## config.mk

```make
export PLATFORM = sky130hd
export DESIGN_NAME = perf_event_select_decode
export DESIGN_NICKNAME = d
export VERILOG_FILES = /design/src/perf_event_pkg.sv /design/src/perf_sel_if.sv /design/src/perf_event_select_decode.sv /design/src/perf_sel_decode.sv
export VERILOG_INCLUDE_DIRS = /design/src
export SDC_FILE = /design/constraint.sdc
export NUM_CORES = 1
export LEC_CHECK = 0
export ABC_AREA = 1
export ABC_CLOCK_PERIOD_IN_PS = 1880
export BUFFER_PORTS_ARGS = -buffer_cell sky130_fd_sc_hd__buf_4
export CORE_MARGIN = 5
export CORE_UTILIZATION = 45
export DETAILED_ROUTE_END_ITERATION = 10
export HOLD_SLACK_MARGIN = 0.1
export PLACE_DENSITY = 0.8
export SYNTH_ARGS = -nofsm -noshare
export SYNTH_HDL_FRONTEND = slang
export SYNTH_SLANG_ARGS = --single-unit
```

## constraint.sdc

```tcl
create_clock -name clk -period 1.88 [get_ports clk]
set_input_delay 0.376 -clock clk [delete_from_list [all_inputs] [get_ports clk]]
set_output_delay 0.376 -clock clk [all_outputs]
set_load 0.03 [all_outputs]
```

## src/perf_event_params.svh

```systemverilog
`ifndef PERF_EVENT_PARAMS_SVH
`define PERF_EVENT_PARAMS_SVH
// ----------------------------------------
// event codes, unit masks, counter indices and other shared constants
// ----------------------------------------
`define EVT_DTLB 8'h08
`define EVT_DISAMB 8'h09
`define EVT_WALK 8'h0c
`define EVT_FPCOMP 8'h10
`define EVT_FPASSIST 8'h11
`define EVT_PRODUCT 8'h12
`define UM_STORE_MISS 8'h08
`define UM_RESET 8'h01
`define UM_SUCCESS 8'h02
`define UM_WALK_COUNT 8'h01
`define UM_WALK_CYCLES 8'h02
`define UM_NONE 8'h00
`define CTR_ZERO 1'b0
`define CTR_ONE 1'b1
`define DISAMB_RESET_CYCLES 5'd20
`define CNT_WIDTH 4
`endif

```

## src/perf_event_pkg.sv

```systemverilog
package perf_event_pkg;
  // decoded selection for one counter
  typedef enum logic [3:0] {
    SEL_NONE,
    SEL_STORE_MISS,
    SEL_DISAMB_RESET,
    SEL_DISAMB_OK,
    SEL_WALK_COUNT,
    SEL_WALK_CYCLES,
    SEL_FP_COMP,
    SEL_FLOAT_MICROCODE_HELP_EVT,
    SEL_PRODUCT
  } sel_t;
  typedef enum logic {
    FLUSH_IDLE,
    FLUSH_BUSY
  } flush_state_t;
endpackage

```

## src/perf_sel_if.sv

```systemverilog
`timescale 1ns/1ps
`default_nettype none
interface perf_sel_if;
  logic [7:0] event_num;
  logic [7:0] unit_mask;
  logic counter_idx;
  perf_event_pkg::sel_t sel;
  modport req (output event_num, output unit_mask, output counter_idx,
    input sel);
  modport dec (input event_num, input unit_mask, input counter_idx,
    output sel);
endinterface
`default_nettype wire

```

## src/perf_event_select_decode.sv

```systemverilog
`timescale 1ns/1ps
`default_nettype none
`include "perf_event_params.svh"
module perf_event_select_decode
  import perf_event_pkg::*;
(
  // clock and reset
  input wire logic clk,
  input wire logic rst,
  // selection for counter zero and counter one
  input wire logic [7:0] sel0_event,
  input wire logic [7:0] sel0_mask,
  input wire logic [7:0] sel1_event,
  input wire logic [7:0] sel1_mask,
  // pipeline status, one-cycle pulses except walk_busy
  input wire logic store_dtlb_miss,
  input wire logic disamb_mispredict,
  input wire logic load_disamb_ok,
  input wire logic walk_start,
  input wire logic walk_busy,
  input wire logic fp_comp_uop,
  input wire logic product_op,
  // assist sources
  input wire logic simd_fp_op,
  input wire logic simd_denormal_in,
  input wire logic simd_underflow,
  input wire logic denormal_inputs_as_zero_flag,
  input wire logic underflow_flush_flag,
  input wire logic stack_fp_op,
  input wire logic stack_nan_denorm_load,
  input wire logic stack_div_zero,
  input wire logic stack_underflow,
  // increments and flush status
  output logic inc_counter_zero,
  output logic inc_counter_one,
  output logic disamb_flush_active
);
  // ----------------------------------------
  // decoders, one per counter
  // ----------------------------------------
  perf_sel_if d0 ();
  perf_sel_if d1 ();
  assign d0.event_num = sel0_event;
  assign d0.unit_mask = sel0_mask;
  assign d0.counter_idx = `CTR_ZERO;
  assign d1.event_num = sel1_event;
  assign d1.unit_mask = sel1_mask;
  assign d1.counter_idx = `CTR_ONE;
  perf_sel_decode u_dec0 (.s(d0));
  perf_sel_decode u_dec1 (.s(d1));

  // ----------------------------------------
  // disambiguation flush timer
  // ----------------------------------------
  // a misprediction holds the flush for a fixed span; a new one restarts it
  flush_state_t state, next_state;
  logic [4:0] flush_cnt, next_flush_cnt;
  always_comb begin
    next_state = state;
    next_flush_cnt = flush_cnt;
    case (state)
      FLUSH_IDLE: begin
        if (disamb_mispredict) begin
          next_state = FLUSH_BUSY;
          next_flush_cnt = `DISAMB_RESET_CYCLES - 5'd1;
        end
      end
      FLUSH_BUSY: begin
        if (disamb_mispredict) begin
          next_flush_cnt = `DISAMB_RESET_CYCLES - 5'd1;
        end else if (flush_cnt == 5'd1) begin
          next_state = FLUSH_IDLE;
          next_flush_cnt = 5'd0;
        end else begin
          next_flush_cnt = flush_cnt - 5'd1;
        end
      end
      default: begin
        next_state = FLUSH_IDLE;
        next_flush_cnt = 5'd0;
      end
    endcase
  end
  always_ff @(posedge clk or posedge rst) begin
    if (rst) begin
      state <= FLUSH_IDLE;
      flush_cnt <= 5'd0;
    end else begin
      state <= next_state;
      flush_cnt <= next_flush_cnt;
    end
  end

  // ----------------------------------------
  // assist and event selection
  // ----------------------------------------
  logic assist;
  logic flushing;
  // flush cycles include the mispredict cycle itself
  assign flushing = disamb_mispredict || state == FLUSH_BUSY;
  always_comb begin
    assist = 1'b0;
    if (simd_fp_op) begin
      assist = (simd_denormal_in && !denormal_inputs_as_zero_flag) ||
               (simd_underflow && !underflow_flush_flag);
    end
    if (stack_fp_op) begin
      assist = assist || stack_nan_denorm_load || stack_div_zero ||
               stack_underflow;
    end
  end

  // shared by both counters
  function automatic logic pick(input sel_t s, input logic a);
    case (s)
      SEL_STORE_MISS: pick = store_dtlb_miss;
      SEL_DISAMB_RESET: pick = flushing;
      SEL_DISAMB_OK: pick = load_disamb_ok;
      SEL_WALK_COUNT: pick = walk_start;
      SEL_WALK_CYCLES: pick = walk_busy;
      SEL_FP_COMP: pick = fp_comp_uop;
      SEL_FLOAT_MICROCODE_HELP_EVT: pick = a;
      SEL_PRODUCT: pick = product_op;
      default: pick = 1'b0;
    endcase
  endfunction

  logic next_inc0, next_inc1;
  always_comb begin
    next_inc0 = pick(d0.sel, assist);
    next_inc1 = pick(d1.sel, assist);
  end
  // registered outputs: increment appears one cycle after the event
  always_ff @(posedge clk or posedge rst) begin
    if (rst) begin
      inc_counter_zero <= 1'b0;
      inc_counter_one <= 1'b0;
      disamb_flush_active <= 1'b0;
    end else begin
      inc_counter_zero <= next_inc0;
      inc_counter_one <= next_inc1;
      disamb_flush_active <= flushing;
    end
  end
endmodule
`default_nettype wire

```

## src/perf_sel_decode.sv

```systemverilog
`timescale 1ns/1ps
`default_nettype none
`include "perf_event_params.svh"
module perf_sel_decode
  import perf_event_pkg::*;
(
  perf_sel_if.dec s
);
  // ----------------------------------------
  // event/mask to selection
  // ----------------------------------------
  // restricted events decode to none on the wrong counter
  always_comb begin
    s.sel = SEL_NONE;
    case (s.event_num)
      `EVT_DTLB: begin
        if (s.unit_mask == `UM_STORE_MISS) s.sel = SEL_STORE_MISS;
      end
      `EVT_DISAMB: begin
        if (s.unit_mask == `UM_RESET) s.sel = SEL_DISAMB_RESET;
        else if (s.unit_mask == `UM_SUCCESS) s.sel = SEL_DISAMB_OK;
      end
      `EVT_WALK: begin
        if (s.unit_mask == `UM_WALK_COUNT) s.sel = SEL_WALK_COUNT;
        else if (s.unit_mask == `UM_WALK_CYCLES) s.sel = SEL_WALK_CYCLES;
      end
      `EVT_FPCOMP: begin
        if (s.unit_mask == `UM_NONE && s.counter_idx == `CTR_ZERO)
          s.sel = SEL_FP_COMP;
      end
      `EVT_FPASSIST: begin
        // unit mask not qualified for the assist event
        if (s.counter_idx == `CTR_ONE) s.sel = SEL_FLOAT_MICROCODE_HELP_EVT;
      end
      `EVT_PRODUCT: begin
        if (s.unit_mask == `UM_NONE && s.counter_idx == `CTR_ONE)
          s.sel = SEL_PRODUCT;
      end
      default: s.sel = SEL_NONE;
    endcase
  end
endmodule
`default_nettype wire

```

==> results of run 1 <==
==> cell usage in the layout (no fill, tap or decap), types with 3 or more instances in the layout <==
cell and n:
sky130_fd_sc_hd__a21oi_1 3, sky130_fd_sc_hd__nand2_1 45, sky130_fd_sc_hd__nand3_1 24, sky130_fd_sc_hd__inv_1 29
sky130_fd_sc_hd__nor2_1 40, sky130_fd_sc_hd__clkbuf_4 3, sky130_fd_sc_hd__inv_2 3, sky130_fd_sc_hd__nand2_2 3
sky130_fd_sc_hd__dfrtp_1 9, sky130_fd_sc_hd__o21ai_0 3, sky130_fd_sc_hd__buf_4 52
==> Yosys cell counts, drive strengths merged <==
library cell,instances
a21oi,3
a31oi,2
and3,2
dfrtp,9
ha,2
inv,32
nand2,48
nand3,25
nand3b,1
nand4,2
nor2,43
o21ai,4
o221ai,1
o22ai,2
o31ai,2
xnor2,2
xor2,2
==> final cells by class <==
| class | instances | area share, % |
|---|---|---|
| clock buffers | 4 | 1.78 |
| flip-flops and latches | 9 | 15.3 |
| multi-input cells | 141 | 45.3 |
| well taps | 28 | 2.37 |
| inverters | 32 | 8.14 |
| repair buffers | 53 | 27.1 |
==> critical path, delay by kind of cell <==
family	cells	cell delay, ps
and+or+nand+nor	7	810
buffers and inverters	1	100
AOI/OAI and AO/OA	1	160
==> sequential cells by signal, indices dropped and copies added (netlist names) <==
signal / cells
state: 1
inc_counter_one: 1
inc_counter_zero: 1
flush_cnt: 5
disamb_flush_active: 1
==> through the flow <==
step | cell area [µm²] | util [%]
global route | 1480 | 67.3
detailed placement | 1440 | 65.7
CTS | 1480 | 67.3
finish | 1480 | 67.3
global placement | 1440 | 65.7
floorplan | 1010 | -
==> report_power, final <==
part | leakage (nW) | internal (mW) | switching (mW)
clock network | 0.0150 | 0.0815 | 0.0631
logic | 0.683 | 0.0999 | 0.0829
registers | 0.103 | 0.205 | 0.00798
total | 0.801 | 0.386 | 0.154
==> metal layers <==
layer	part of all wire, %	wire length [µm]	track usage [%]	vias to the layer above
met5	0	0	0	-
met4	1.3	34	5.96	0
met3	7.2	194	3.17	4
met2	50	1350	31.9	42
met1	42	1130	20.5	547
li1	-	-	-	688
==> worst max path at each step <==
| stage | endpoint | cells past startpoint | start | slack (ps) |
|---|---|---|---|---|
| floorplan | inc_counter_zero | 10 | sel0_mask[5] | 610 |
| global placement | inc_counter_one | 9 | sel1_mask[5] | 370 |
| detailed placement | inc_counter_one | 9 | sel1_mask[5] | 290 |
| CTS | inc_counter_one | 9 | sel1_mask[5] | 560 |
| global route | inc_counter_one | 9 | sel1_mask[5] | 400 |
| finish | inc_counter_one | 9 | sel1_mask[5] | 550 |
==> cells by family after synthesis <==
family                     after synthesis  share of synthesized area (%)
AOI/OAI and AO/OA                       14                           8.27
buffers and inverters                   32                           11.9
adders and majority gates                2                           2.47
xor gates and xnor gates                 4                           3.46
and+or+nand+nor                        121                           51.7
DFF                                      9                           22.2
==> run metrics, run 1 <==
# Post-CTS Setup Buffers=0; sequential element share of the synthesized area=approximately 22%; TritonCTS clock tree=built; post-placement cell count=262; number of gates given a new drive strength after cts=0; Reg-to-Reg Start=flush_cnt[0]; setup repair after global routing missed its margin=no; final routed wire length divided by cell count=10.1 µm; crit path setup slack, layout=~550 ps; Highest Clock Rate=between 700 and 800 MHz; cts bufs inserted=3; fraction of final layout cells with drive strength greater than 1=a little over a quarter; reported leakage power=0.801 nW; final critical path time including I/O delays and setup=approximately 1300 ps; terminus of the critical flop-to-flop path=flush_cnt[4]; clock latency on the worst-skew pair=260 ps; vertical die dimension=57.5 µm; via count of the first global-routing pass=approximately 1300; # IOs=53; post-detailed-route DRC marker count=0; Pre-Repair DR Iteration Count=4; combined area of all synthesized cells=roughly 1000 µm²; status=finished, final reports clean; total detailed-routing wirelength=2.71 mm; startpoint of the tightest hold check path=disamb_mispredict; die area=between 3000 and 4000 µm²; placer congestion estimate=slightly below 0.8; Mapped Avg Cell Area=5.57 µm²; Startpoint Class=input pin; site row count=17; power density relative to cell area=between 300 and 400 nW/µm²; Ys Warns=0; area of combinational cells with multiple inputs=between 600 and 700 µm²; 1st-iter DRT viols=30; net total in the final layout=292; sequence of cells on the critical path=buf_4 -> nor2_1 -> nand3_1 -> nor2_1 -> o21ai_0 -> nand3_1 -> nor2_1 -> nor2_1 -> nand4_1; final cycle utilization of the critical path=70.9%; Relative slew margins=approximately 80%; minimum setup slack after placement=285 ps; Hold Path Depth=3; Worst VDD drop=roughly 0.26 mV; count of unique library cells instantiated by Yosys=23; post-route insts no fill=roughly 270; critical path required time=~2000 ps; remaining antenna violation count=0; crit path max-delay cell type=sky130_fd_sc_hd__nor2_1; pins over their slew limit=0; via density per instance=roughly 4.8; FF+latch area=about 230 µm²; Final Skew=roughly 2.4 ps; clk slew on worst S/H paths=~50 ps; Worst path most repeated cell=sky130_fd_sc_hd__nor2_1; antenna violations before repair=0; Initial Utilization=a little under half; final-layout fill cell count=between 200 and 250; Hold Crit Class=input pin to flip-flop; final hold viol count=0; WHS=around 360 ps; Sinks on Clock Net=9; end of the worst hold path=flush_cnt[0]; core area=2190 µm²; Setup TNS=0 ps; data arrival time at the worst-slack endpoint=about 1500 ps; maximum number of pins on one net before global-route repair=10; share of the synthesized area in the top cell type=between 20% and 30%; R2R setup slack=about 720 ps; width of the die=~57 µm; number of vias in the routed layout=about 1300; Bufs on Longest Clock Path=2; number of buffers inserted for hold repair after clock tree synthesis=1; most area-consuming cells after synthesis=sky130_fd_sc_hd__dfrtp_1, sky130_fd_sc_hd__nand2_1, sky130_fd_sc_hd__nor2_1; setup violators final=0; wire length of the first global-routing pass=~4.8 mm; Mapped Nets=between 200 and 250; crit-path max FO=3; Max-Cap Viols=0; maximum single-stage delay on the critical path=210 ps; number of diodes added for antenna fixing=0; power after layout=~0.54 mW; post-synthesis register bit count=9; cell type contributing the most total cell area after synthesis=sky130_fd_sc_hd__dfrtp_1; worst setup path category=input pin to flip-flop; GRT Util Overall=roughly 18%; CP Capture Type=flip-flop; CTS root buf=sky130_fd_sc_hd__clkbuf_4; worst-case reg-to-reg path depth=5; count of input and output buffers=52; transition time at the pin with the least slew margin=316 ps; Post-Synthesis Cells=182; H-tree levels=1; Detailed Place HPWL=2.42 mm; Overflow after GRT=0; P&R area growth vs syn=45.6%
No activity file was read; power rests on OpenSTA's default activity.
==> inputs of run 2 (changes only) <==
--- a/config.mk
+++ b/config.mk
@@ -7,7 +7,7 @@
 export NUM_CORES = 1
 export LEC_CHECK = 0
 export ABC_AREA = 1
-export ABC_CLOCK_PERIOD_IN_PS = 1880
+export ABC_CLOCK_PERIOD_IN_PS = 1310
 export BUFFER_PORTS_ARGS = -buffer_cell sky130_fd_sc_hd__buf_4
 export CORE_MARGIN = 5
 export CORE_UTILIZATION = 45
==> constraint.sdc (replaced) <==
create_clock -name clk -period 1.31 [get_ports clk]
set_input_delay 0.262 -clock clk [delete_from_list [all_inputs] [get_ports clk]]
set_output_delay 0.262 -clock clk [all_outputs]
set_load 0.03 [all_outputs]
==> run metrics, run 2 (synthesized netlist as in run 1, its figures left out) <==
global routing usage on met2=29.8%; number of diodes added for antenna fixing=0; data arrival time at the worst-slack endpoint=approximately 1400 ps; GR Util met3=approximately 3.6%; register with the most flip-flops=flush_cnt; P&R area growth vs syn=50.2%; remaining antenna violation count=0; Bufs on Longest Clock Path=2; fraction of power consumed by sequential logic=38.6%; highest-utilization routing layer at the global route stage=met2; site row count=17; transition time at the pin with the least slew margin=between 300 and 400 ps; net total in the final layout=about 300; fraction of power spent switching nets=just under 30%; CTS root buf=sky130_fd_sc_hd__clkbuf_4; Hold Path Depth=3; Overflow after GRT=0; post-route insts no fill=roughly 270; 1st-iter DRT viols=22; end of the worst hold path=flush_cnt[0]; clock latency on the worst-skew pair=260 ps; antenna violations before repair=0; count of input and output buffers=52; crit-path max FO=3; Setup TNS=0 ps; Comb pwr share=~34%; Detailed Place HPWL=between 2 and 3 mm; worst setup path category=flip-flop to flip-flop; clk slew on worst S/H paths=roughly 60 ps; Worst VDD drop=slightly above 0.4 mV; setup repair after global routing missed its margin=no; Reg-to-Reg Start=flush_cnt[1]; status=finished, final reports clean; # Post-CTS Setup Buffers=0; power density relative to cell area=between 500 and 600 nW/µm²; setup violators final=0; # IOs=53; vertical die dimension=about 57 µm; via count of the first global-routing pass=between 1000 and 1500; cts bufs inserted=3; Final Skew=1.77 ps; final hold viol count=0; net switching power figure=between 0.2 and 0.25 mW; critical path required time=1440 ps; WHS=between 200 and 300 ps; via density per instance=around 4.8; Cell Area, Placed=~1500 µm²; fraction of final layout cells with drive strength greater than 1=roughly 29%; terminus of the critical flop-to-flop path=flush_cnt[0]; post-detailed-route DRC marker count=0; startpoint of the tightest hold check path=disamb_mispredict; utilization after layout=a little under 70%; clock share of power=a little over a quarter; total detailed-routing wirelength=~2.8 mm; max FFs per register=5; Hold Crit Class=input pin to flip-flop; reported leakage power=just over 0.8 nW; pins over their slew limit=0; Pre-Repair DR Iteration Count=4; maximum number of pins on one net before global-route repair=10; internal power summed over all cells=0.558 mW; worst-case reg-to-reg path depth=5; Startpoint Class=flip-flop; R2R setup slack=approximately 93 ps; Relative slew margins=77.1%; core area=about 2200 µm²; Highest Clock Rate=roughly 820 MHz; final cycle utilization of the critical path=~93%; Max-Cap Viols=0; CP Capture Type=flip-flop; final-layout fill cell count=around 200; width of the die=roughly 57 µm; GRT Util Overall=approximately 17%; Initial Utilization=46.3%; commonest cells after routing, fill and taps aside=sky130_fd_sc_hd__buf_4, sky130_fd_sc_hd__nand2_1, sky130_fd_sc_hd__nor2_1; most common cell after layout, fill and taps aside=sky130_fd_sc_hd__buf_4; die area=between 3000 and 4000 µm²; post-placement cell count=between 200 and 300; final critical path time including I/O delays and setup=roughly 1200 ps; placer congestion estimate=~0.83; TritonCTS clock tree=built; H-tree levels=1; final routed wire length divided by cell count=between 10 and 15 µm; number of vias in the routed layout=around 1300; global-route track usage on met1=about 20%; Sinks on Clock Net=9; wire length of the first global-routing pass=roughly 4.6 mm; design area=between 1500 and 2000 µm²
==> run 2: changes by cell type in the layout (fill, tap and decap cells not counted), sizes merged <==
cell	previous run	this run
buf	52	58
==> run 2: worst max path at each step <==
stage	startpoint	to	slack, ps	depth (start not counted)
final	flush_cnt[1]	flush_cnt[0]	90	5
after detailed placement	sel0_event[7]	inc_counter_zero	-100	11
after global placement	sel0_mask[5]	inc_counter_zero	-50	11
after floorplan	sel0_mask[5]	inc_counter_zero	150	10
after global routing	sel1_event[7]	inc_counter_one	30	9
after CTS	flush_cnt[1]	flush_cnt[0]	80	5
==> run 2: power by group through the flow <==
stage	sequential (mW)	clock (mW)	combinational (mW)
4_1_cts	0.304	0.221	0.271
6_report	0.304	0.215	0.270
5_1_grt	0.306	0.232	0.301
3_3_place_gp	0.309	0	0.254
3_5_place_dp	0.309	0	0.268
2_1_floorplan	0.309	0	0.111
==> run 2: worst max-delay path, stage by stage, from the launching register on <==
cell and delay, ps:
sky130_fd_sc_hd__dfrtp_1 380, sky130_fd_sc_hd__inv_1 100, sky130_fd_sc_hd__ha_1 160, sky130_fd_sc_hd__nand3_1 150, sky130_fd_sc_hd__a31oi_1 190, sky130_fd_sc_hd__o21ai_0 120
==> run 2: what timing repair did <==
| item | CTS | global route |
|---|---|---|
| hold buffers | 1 | 0 |
| resized for setup | 0 | 1 |
| setup endpoints to repair | 0 | 1 |
| hold endpoints to repair | 9 | 0 |
==> run 2: cell type report <==
| class | count | area [µm²] | area share (%) |
|---|---|---|---|
| sequential | 9 | 225 | 14.8 |
| multi-input combinational | 141 | 671 | 44.0 |
| inverter | 32 | 120 | 7.89 |
| timing repair buffer | 59 | 445 | 29.3 |
| tap | 28 | 35.0 | 2.30 |
| clock buffer | 4 | 26.3 | 1.73 |
==> run 2: per-stage QoR <==
| step | power, mW | worst slack [ps] |
|---|---|---|
| 2_1_floorplan | 0.420 | 154 |
| 3_3_place_gp | 0.563 | -54.6 |
| 3_5_place_dp | 0.577 | -101 |
| 4_1_cts | 0.796 | 76.0 |
| 5_1_grt | 0.839 | 32.9 |
| 6_report | 0.788 | 92.5 |
==> run 2: routing by layer <==
metal,wire (µm),vias to the layer above
li1,-,698
met1,1130,570
met2,1430,46
met3,225,8
met4,55,0
met5,0,-
